File: src/mscfg_regs.svh
`ifndef MSCFG_REGS_SVH
`define MSCFG_REGS_SVH
// Register indices as printed; byte address is four times the index
`define MSCFG_IDX_CONFIG0 12'h046
`define MSCFG_IDX_CORR 12'h047
`define MSCFG_IDX_STATUS 12'h049
`define MSCFG_ADDR_CONFIG0 14'h0118
`define MSCFG_ADDR_CORR 14'h011C
`define MSCFG_ADDR_STATUS 14'h0124
`define MSCFG_CONFIG0_RESET 8'h45
`define MSCFG_CORR_RESET 5'h0E
`define MSCFG_ZEROS_MSB 7
`define MSCFG_ZEROS_LSB 6
`define MSCFG_AVG_BIT 5
`define MSCFG_PRE_MSB 4
`define MSCFG_PRE_LSB 1
`define MSCFG_TXF_BIT 0
`define MSCFG_PRE_BIAS 5'h02
`define MSCFG_ZEROS_RSVD 2'h0
`define MSCFG_RESP_OKAY 2'h0
`define MSCFG_RESP_SLVERR 2'h2
`endif

File: src/mscfg_pkg.sv
package mscfg_pkg;
    typedef struct packed {
        logic [1:0] zeros;
        logic avg_cont;
        logic [3:0] pre_len;
        logic tx_extra;
    } mscfg_config_t;

    typedef struct packed {
        logic search_start;
        logic corr_hit;
        logic sync_found;
        logic frame_end;
        logic demod_en;
        logic [7:0] offset_sample;
    } mscfg_rx_t;

    typedef struct packed {
        logic [1:0] zeros_needed;
        logic sfd_search_ok;
        logic offset_update;
        logic tx_extra;
        logic [4:0] preamble_bytes;
    } mscfg_ctl_t;

    typedef enum logic [1:0] {
        MSCFG_RX_IDLE,
        MSCFG_RX_SEARCH,
        MSCFG_RX_FRAME
    } mscfg_rx_state_t;
endpackage

File: src/mscfg_top.sv
`timescale 1ns/100ps
`include "mscfg_regs.svh"

module mscfg_top
(
    input wire logic aclk, // System clock
    input wire logic aresetn, // Synchronous reset, active low
    input wire logic [13:0] s_axi_awaddr, // Write address
    input wire logic s_axi_awvalid, // Write address valid
    output logic s_axi_awready, // Write address ready
    input wire logic [31:0] s_axi_wdata, // Write data
    input wire logic [3:0] s_axi_wstrb, // Write strobes
    input wire logic s_axi_wvalid, // Write data valid
    output logic s_axi_wready, // Write data ready
    output logic [1:0] s_axi_bresp, // Write response
    output logic s_axi_bvalid, // Write response valid
    input wire logic s_axi_bready, // Write response ready
    input wire logic [13:0] s_axi_araddr, // Read address
    input wire logic s_axi_arvalid, // Read address valid
    output logic s_axi_arready, // Read address ready
    output logic [31:0] s_axi_rdata, // Read data
    output logic [1:0] s_axi_rresp, // Read response
    output logic s_axi_rvalid, // Read data valid
    input wire logic s_axi_rready, // Read data ready
    input wire mscfg_pkg::mscfg_rx_t rx_in, // Demodulator events, same clock
    input wire logic tx_frame_start, // Pulse: transmit frame begins
    output mscfg_pkg::mscfg_ctl_t ctl_out, // Applied modem controls
    output logic [7:0] offset_estimate // Held frequency offset estimate
);
    import mscfg_pkg::*;

    logic [7:0] config0_r;
    logic [4:0] corr_r;
    logic aw_hold_r;
    logic w_hold_r;
    logic [13:0] awaddr_r;
    logic [31:0] wdata_r;
    logic [3:0] wstrb_r;
    logic bvalid_r;
    logic [1:0] bresp_r;
    logic rvalid_r;
    logic [31:0] rdata_r;
    logic [1:0] rresp_r;
    mscfg_rx_state_t rx_state_r;
    mscfg_rx_state_t rx_state_nxt;
    logic [1:0] zeros_r;
    logic avg_r;
    logic [3:0] pre_r;
    logic txf_r;
    logic [7:0] offset_r;
    logic [7:0] offset_nxt;

    // Write side: accept address and data independently, respond once both held
    wire aw_take = s_axi_awvalid && !aw_hold_r && !bvalid_r;
    wire w_take = s_axi_wvalid && !w_hold_r && !bvalid_r;
    wire wr_fire = aw_hold_r && w_hold_r && !bvalid_r;
    wire wr_cfg = wr_fire && awaddr_r == `MSCFG_ADDR_CONFIG0;
    wire wr_corr = wr_fire && awaddr_r == `MSCFG_ADDR_CORR;
    wire wr_hit = wr_cfg || wr_corr;
    wire [7:0] cfg_merged = wstrb_r[0] ? wdata_r[7:0] : config0_r;
    wire [4:0] corr_merged = wstrb_r[0] ? wdata_r[4:0] : corr_r;

    assign s_axi_awready = !aw_hold_r && !bvalid_r;
    assign s_axi_wready = !w_hold_r && !bvalid_r;
    assign s_axi_bvalid = bvalid_r;
    assign s_axi_bresp = bresp_r;

    always_ff @(posedge aclk)
    begin
        if (!aresetn)
        begin
            aw_hold_r <= 1'b0;
            w_hold_r <= 1'b0;
            awaddr_r <= 14'h0000;
            wdata_r <= 32'h0000_0000;
            wstrb_r <= 4'h0;
            bvalid_r <= 1'b0;
            bresp_r <= `MSCFG_RESP_OKAY;
        end
        else
        begin
            if (aw_take)
            begin
                aw_hold_r <= 1'b1;
                awaddr_r <= s_axi_awaddr;
            end
            if (w_take)
            begin
                w_hold_r <= 1'b1;
                wdata_r <= s_axi_wdata;
                wstrb_r <= s_axi_wstrb;
            end
            if (wr_fire)
            begin
                aw_hold_r <= 1'b0;
                w_hold_r <= 1'b0;
                bvalid_r <= 1'b1;
                bresp_r <= wr_hit ? `MSCFG_RESP_OKAY : `MSCFG_RESP_SLVERR;
            end
            else if (bvalid_r && s_axi_bready)
                bvalid_r <= 1'b0;
        end
    end

    // Software-visible registers
    always_ff @(posedge aclk)
    begin
        if (!aresetn)
        begin
            config0_r <= `MSCFG_CONFIG0_RESET;
            corr_r <= `MSCFG_CORR_RESET;
        end
        else
        begin
            if (wr_cfg)
                config0_r <= cfg_merged;
            if (wr_corr)
                corr_r <= corr_merged;
        end
    end

    // Read side: one read in flight, answered the cycle after the address
    wire ar_take = s_axi_arvalid && !rvalid_r;
    wire rd_cfg = s_axi_araddr == `MSCFG_ADDR_CONFIG0;
    wire rd_corr = s_axi_araddr == `MSCFG_ADDR_CORR;
    wire rd_stat = s_axi_araddr == `MSCFG_ADDR_STATUS;
    wire [31:0] rd_word = rd_cfg ? {24'h00_0000, config0_r} :
                          rd_corr ? {27'h000_0000, corr_r} :
                          rd_stat ? {24'h00_0000, offset_r} : 32'h0000_0000;

    assign s_axi_arready = !rvalid_r;
    assign s_axi_rvalid = rvalid_r;
    assign s_axi_rdata = rdata_r;
    assign s_axi_rresp = rresp_r;

    always_ff @(posedge aclk)
    begin
        if (!aresetn)
        begin
            rvalid_r <= 1'b0;
            rdata_r <= 32'h0000_0000;
            rresp_r <= `MSCFG_RESP_OKAY;
        end
        else if (ar_take)
        begin
            rvalid_r <= 1'b1;
            rdata_r <= rd_word;
            rresp_r <= (rd_cfg || rd_corr || rd_stat) ? `MSCFG_RESP_OKAY
                                                     : `MSCFG_RESP_SLVERR;
        end
        else if (rvalid_r && s_axi_rready)
            rvalid_r <= 1'b0;
    end

    // Receive framing: idle, searching for sync, inside a frame
    always_comb
    begin
        rx_state_nxt = rx_state_r;
        unique case (rx_state_r)
            MSCFG_RX_IDLE:
                if (rx_in.search_start)
                    rx_state_nxt = MSCFG_RX_SEARCH;
            MSCFG_RX_SEARCH:
                if (rx_in.sync_found)
                    rx_state_nxt = MSCFG_RX_FRAME;
            MSCFG_RX_FRAME:
                if (rx_in.frame_end)
                    rx_state_nxt = MSCFG_RX_IDLE;
        endcase
        if (!rx_in.demod_en)
            rx_state_nxt = MSCFG_RX_IDLE;
    end

    // apply at boundaries: receive fields on search start, shadowed mid-frame
    wire rx_apply = rx_in.search_start && rx_state_r != MSCFG_RX_FRAME;
    wire offset_open = avg_r ? rx_in.demod_en : (rx_state_r != MSCFG_RX_FRAME);
    // restart calibration when a new search begins in locked mode
    wire offset_restart = rx_apply && !config0_r[`MSCFG_AVG_BIT];

    always_comb
    begin
        offset_nxt = offset_r;
        if (offset_restart)
            offset_nxt = 8'h00;
        else if (offset_open && rx_in.demod_en)
            offset_nxt = rx_in.offset_sample;
    end

    always_ff @(posedge aclk)
    begin
        if (!aresetn)
        begin
            rx_state_r <= MSCFG_RX_IDLE;
            zeros_r <= 2'(`MSCFG_CONFIG0_RESET >> `MSCFG_ZEROS_LSB);
            avg_r <= 1'(`MSCFG_CONFIG0_RESET >> `MSCFG_AVG_BIT);
            pre_r <= 4'(`MSCFG_CONFIG0_RESET >> `MSCFG_PRE_LSB);
            txf_r <= 1'(`MSCFG_CONFIG0_RESET >> `MSCFG_TXF_BIT);
            offset_r <= 8'h00;
        end
        else
        begin
            rx_state_r <= rx_state_nxt;
            offset_r <= offset_nxt;
            if (rx_apply)
            begin
                zeros_r <= config0_r[`MSCFG_ZEROS_MSB:`MSCFG_ZEROS_LSB];
                avg_r <= config0_r[`MSCFG_AVG_BIT];
            end
            // transmit fields taken at frame start
            if (tx_frame_start)
            begin
                pre_r <= config0_r[`MSCFG_PRE_MSB:`MSCFG_PRE_LSB];
                txf_r <= config0_r[`MSCFG_TXF_BIT];
            end
        end
    end

    // zero count; reserved code kept as one zero so search never runs unchecked
    assign ctl_out.zeros_needed = (zeros_r == `MSCFG_ZEROS_RSVD) ? 2'h1 : zeros_r;
    // one correlation hit gates the start-of-frame search
    assign ctl_out.sfd_search_ok = rx_state_r == MSCFG_RX_SEARCH && rx_in.corr_hit;
    assign ctl_out.offset_update = offset_open && rx_in.demod_en;
    assign ctl_out.tx_extra = txf_r;
    assign ctl_out.preamble_bytes = {1'b0, pre_r} + `MSCFG_PRE_BIAS;
    assign offset_estimate = offset_r;
endmodule
File: config.mk
export PLATFORM = sky130hd
export DESIGN_NAME = mscfg_top
export DESIGN_NICKNAME = d
export VERILOG_FILES = /design/src/mscfg_pkg.sv /design/src/mscfg_top.sv
export VERILOG_INCLUDE_DIRS = /design/src
export SDC_FILE = /design/constraint.sdc
export NUM_CORES = 1
export LEC_CHECK = 0
export BUFFER_PORTS_ARGS = -buffer_cell sky130_fd_sc_hd__buf_2
export CAP_MARGIN = 20
export CORE_MARGIN = 4
export CORE_UTILIZATION = 40
export DETAILED_ROUTE_END_ITERATION = 8
export GPL_TIMING_DRIVEN = 0
export MAX_ROUTING_LAYER = met4
export PLACE_DENSITY = 0.76
export SETUP_SLACK_MARGIN = 0.4
export SLEW_MARGIN = 20
export SYNTH_ARGS = -nofsm -noshare
export SYNTH_HDL_FRONTEND = slang
export SYNTH_SLANG_ARGS = --single-unit
export TNS_END_PERCENT = 50
File: constraint.sdc
create_clock -name aclk -period 1.3 [get_ports aclk]
set_input_delay 0.195 -clock aclk [delete_from_list [all_inputs] [get_ports aclk]]
set_output_delay 0.195 -clock aclk [all_outputs]
set_load 0.01 [all_outputs]
# == After elaboration in Yosys (flattened, before gate mapping) ==
# Cells that the tools add are included.
# totals
regBits,94
inputBits,85
output_inout_bits,59
# op_classes
add_sub_neg,1
eq_ne,11
muxes,15
bitwise_logic,1
n_reduce_logical,35
# op_table
cell,n
== test 14 x 9 -> 1 bit (second input constant),5
2-to-1 mux 8 bit,3
logical AND 1 bit,17
2-to-1 mux 2 bit,6
inequality test 2 bit (second input constant),4
one-hot mux 2 bit (3 select lines),1
AND reduction 2 bit,3
adder 4 x 2 -> 5 bit (second input constant),1
logical NOT 1 bit,5
2-to-1 mux 1 bit,5
logical NOT 2 bit,2
nonzero test 2 bit,2
OR reduction 2 bit,2
logical OR 1 bit,3
AND reduction 3 bit,1
== test 2 x 1 -> 1 bit (second input constant),1
== test 2 bit (second input constant),1
inverter 1 bit,1

# == Longest topological paths before layout ==
# logic_depth
word_depth,5
mapped_depth,7
mapped_depth_nobuf,6

# == Worst setup path before layout ==
# OpenSTA, ideal clock, no wires.
# synth_timing
path_type,reg-to-reg
startpoint,register awaddr_r[6]
endpoint,register config0_r[1]
setup_ns,0.072
arrival_time_ns,1.379
path_slack_ns,-0.151
path_stages_with_launch,7
period_less_slack_ns,1.451
cell_sequence,dfxtp_1 > nor4b_2 > and4_1 > buf_4 > and4_1 > buf_6 > mux2i_1
# synth_between
elab_chain_cells,3
# synth_rtl
element,line,source
from (decl),mscfg_top.sv:36,logic [13:0] awaddr_r;
from (signal assigned),mscfg_top.sv:85,awaddr_r <= s_axi_awaddr;
== test 14 x 9 -> 1 bit (no line),n/a,
logical AND 1 bit (no line),n/a,
AND reduction 2 bit (no line),n/a,
to (signal assigned),mscfg_top.sv:110,config0_r <= `MSCFG_CONFIG0_RESET;
to (signal assigned),mscfg_top.sv:116,config0_r <= cfg_merged;
to (decl),mscfg_top.sv:32,logic [7:0] config0_r;
# Every way passes these cells.
# A chain may end at the register's enable or synchronous reset.

==> flow_results.org <==
** Critical path
- Element type at the critical path end :: primary output
- The worst setup path is of the flip-flop to primary output kind.
- Worst endpoint required time :: 1.11 ns
- Worst path arrival time :: ~1.4 ns
- Crit path cell chain :: inv_2, ha_4, inv_4, o21ai_2, buf_6, inv_2, buf_6
- Launch point of the worst path :: rx_state_r[0]
- Of all nets on the critical path, the largest fanout is 2.
- Worst flop-to-flop path startpoint :: awaddr_r[6]
- The slowest stage of the critical path is the dfxtp_2 cell.
- In this run the critical register-to-register path is captured at config0_r[5].
- For this run, the slowest stage of the critical path takes between 0.3 and 0.4 ns.
- Worst-case register-to-register setup slack :: -0.22 ns
- In this run the worst setup path terminates at ctl_out[6].
- The worst setup path is launched from a flip-flop.
- Number of cells on the worst reg-to-reg path :: 6

** Placement
- Count of port buffers added during placement :: between 80 and 90
- Post-placement worst setup slack :: -0.261 ns
- Dpl hpwl :: between 5000 and 6000 µm
- Count of placed standard cells including taps :: between 500 and 600
- Gpl congestion :: 0.824

** CTS
- Hold repair after CTS inserted 0 buffers.
- Count of clock tree sinks :: 68
- Root Buffer Master :: clkbuf_8
- Clock insertion delay at the later pin of the skew report :: around 0.35 ns
- Clock-pin slew was measured on the worst setup and hold paths at 0.07 ns.
- Number of CTS-inserted buffers :: 9
- No sink is reached through more buffers than the 2 on the longest clock path.
- Number of levels the H-tree was split into :: 3
- TritonCTS built the clock tree.

** STA
- Setup violations remaining at the end of the flow were counted as 27.
- Count of endpoints failing hold in the final timing report :: 0
- The max-slew violation total from the final report was 0.
- In the finished design, the share of the clock period the worst path needs comes to 120%.
- Timing would allow up to ~640 MHz.
- For the final database, setup skew stands at 0.00669 ns.
- After layout, the minimum clock period comes to between 1.5 and 2 ns.
- Sum of negative setup slack :: -4.36 ns
- RSZ-0062 raised after global routing :: yes
- Setup slack on the critical path of the routed design comes to -0.264 ns.

** Floorplan
- From bottom edge to top edge, the die measures about 95 µm.
- The initial utilization of the core area, before any placement, comes to between 40% and 50%.
- Pin placement for this block handled roughly 140 I/O pins.
- Area of the die :: between 0.009 and 0.01 mm²
- Number of placement rows :: 31
- Die Wd :: ~95 µm
- The floorplan step defined a core boundary enclosing about 0.0073 mm².

** Route
- Via density :: about 4.8
- Dividing the detail-routed wire length by the instance count gives around 14 µm.
- The routed layout has approximately 2900 vias.
- The pre-antenna-repair detailed-routing pass consisted of 4 iterations.
- DRC violation count after routing :: 0
- Aggregate routed wire length :: around 8700 µm
- Number of DRC markers after the initial detailed-route iteration :: 65
- The detail route stage leaves a number of antenna-violating nets equal to 0.

** Run
- Max Cap Violations :: 0

** GRT
- First-pass GRT wire length :: ~13000 µm
- Congestion Overflow GR :: 0
- Antenna violations before repair :: 0
- Pin count of the biggest net entering global routing :: 12
- Number of global-route vias before repair :: 2816
- GRT Resource Usage Total :: around a fifth

** Final layout
- The finished layout holds around 610 standard cells, fillers aside.
- Count of inserted antenna diode cells :: 0
- Relative to the synthesized area, the layout overhead comes to 61.8%.
- Net count reported at finish :: approximately 600
- After filler insertion, the fill cell instance count of the layout stands at between 500 and 600.
- Util after Layout :: approximately 67%
- Layout cell share with drive strength beyond 1 :: between 50 and 60%

** Run status
- The flow ran to the end, but the final reports show violations.
- The final reports fail on negative setup slack.

** Synthesis
- Synthesis inferred 68 register bits.
- Of the post-synthesis cell area, the dominant cell type holds ~45%.
- The mapped netlist covers approximately 0.0030 mm².
- dfxtp_1 takes more of the synthesized area than any other cell.
- Number of flops mapped to enable cells by yosys :: 0
- Averaged over all synthesized cells, the footprint is 8.42 µm².
- Yosys mapped the design onto 38 distinct sky130hd cell types.
- Sequential element share of the synthesized area :: between 40 and 50%
- nand2_1 is the most common cell in the netlist.
- Cells after Synth :: about 360
- Synth warn :: 0
- Most instantiated cells after synthesis :: 75 x nand2_1, 68 x dfxtp_1, 30 x nor2_1
- The most used flip-flop cell after synthesis is dfxtp_1.
- Fraction of registers with async set/reset :: 0%
- Ranked by total cell area, the synthesized netlist is headed by dfxtp_1 45%, nand2_1 9.3%, mux2i_1 8.0%, buf_4 7.2%, a21oi_1 4.1%.

** Power
- Switch Pwr :: about 1.3 mW
- The clock network accounts for between 30% and 40% of the total power.
- P_int :: roughly 3.6 mW
- Logic gate share of total power :: a little under a fifth
- Of the total power, the share spent switching nets is between 20% and 30%.
- Power spread over the standard cell area amounts to a little over 1000 mW/mm².
- P_leak :: about 2.2 nW
- Per report_power, the sequential group accounts for 45.6% of the total.
- Total power after layout :: just under 5 mW
- IR analysis of the VDD net gives a maximum drop of about 0.73 mV.

** Min path
- The worst hold path begins at s_axi_rready.
- Hold WC Path Type :: primary input to flip-flop
==> cells in the final DEF (no fill, tap or decap), drive strengths merged, types with 2 or more instances in the layout <==
cell / netlist / layout
nor4b: 2 / 2
nor2: 30 / 30
nand4: 7 / 7
and2: 4 / 4
buf: 34 / 149
conb: 1 / 26
and3b: 2 / 2
nor2b: 2 / 2
o31ai: 4 / 4
mux2i: 24 / 24
a211oi: 3 / 3
clkinv: 1 / 2
a22o: 5 / 5
a21oi: 25 / 25
clkbuf: 13 / 22
nand2b: 8 / 8
a22oi: 3 / 3
inv: 12 / 13
nand2: 75 / 75
dfxtp: 68 / 68
ha: 5 / 5
nand3: 4 / 4
o21ai: 15 / 16
and4: 2 / 2
==> sequential cells by signal, summed over array words and instances (netlist names) <==
register and count:
avg_r 1, aw_hold_r 1, awaddr_r 14, config0_r 8
corr_r 5, offset_estimate 8, pre_r 4, rx_state_r 2
s_axi_bresp 1, s_axi_bvalid 1, s_axi_rdata 8, s_axi_rresp 1
s_axi_rvalid 1, txf_r 1, w_hold_r 1, wdata_r 8
wstrb_r 1, zeros_r 2
==> critical path: cells and delay by family (launching register included) <==
| family | cells | cell delay [ns] |
|---|---|---|
| DFF | 1 | 0.34 |
| buffers and inverters | 5 | 0.37 |
| AOI/OAI and AO/OA | 1 | 0.15 |
| adders and majority gates | 1 | 0.15 |
==> through the flow <==
stage	instance area, µm²	hold WS, ns
6_report	4890	0.0170
4_1_cts	4540	0.00310
2_1_floorplan	3180	0.294
3_5_place_dp	3750	0.386
5_1_grt	4890	0.0203
3_3_place_gp	3750	0.383
==> cell type report <==
| type | count | area (µm²) | share of cell area, % |
|---|---|---|---|
| multi-input cells | 257 | 1860 | 38.1 |
| flip-flops and latches | 68 | 1400 | 28.7 |
| repair buffers | 112 | 838 | 17.1 |
| plain buffers | 47 | 402 | 8.22 |
| clock buffers | 12 | 155 | 3.17 |
| well taps | 99 | 124 | 2.53 |
| inverters | 13 | 57.6 | 1.18 |
| clock inverters | 4 | 46.3 | 0.947 |
==> cell families after synthesis <==
group	synth area share (%)
AO/OA/AOI/OAI	11.5
XOR/XNOR	0.290
adder cells (fa/ha/maj)	2.07
buffers and inverters	11.5
flip-flops	45.1
multiplexers	7.95
other	0.124
AND/OR/NAND/NOR	21.5
==> power by group through the flow <==
stage | logic [mW] | clock network, mW | registers (mW)
after floorplan | 0.375 | 0 | 2.26
after detailed placement | 0.567 | 0 | 2.27
after global placement | 0.551 | 0 | 2.27
after CTS | 0.752 | 1.79 | 2.23
after global routing | 0.991 | 1.88 | 2.25
final | 0.910 | 1.77 | 2.24
==> timing repair <==
item	in CTS	in global routing
setup buffers	15	7
gates resized for setup	134	62
pin swaps	54	36
gates cloned	1	2
endpoints found under the setup margin	95	97
==> per-layer routing <==
layer | global-route usage [%] | part of all wire, % | vias up
met5 | - | 0 | -
met4 | 5.05 | 2.1 | 0
met3 | 6.14 | 5.7 | 15
met2 | 32.8 | 53 | 92
met1 | 20.4 | 40 | 1351
li1 | - | - | 1451
==> worst min-delay path by stage <==
stage	endpoint	slack, ns	depth (start not counted)
after floorplan	s_axi_rvalid	0.29	1
after global placement	s_axi_rvalid	0.38	2
after detailed placement	s_axi_rvalid	0.39	2
after CTS	s_axi_rvalid	0.003	2
after global routing	s_axi_rvalid	0.02	2
final	s_axi_rvalid	0.02	2
Note: power is estimated with default switching activity, not from simulation.
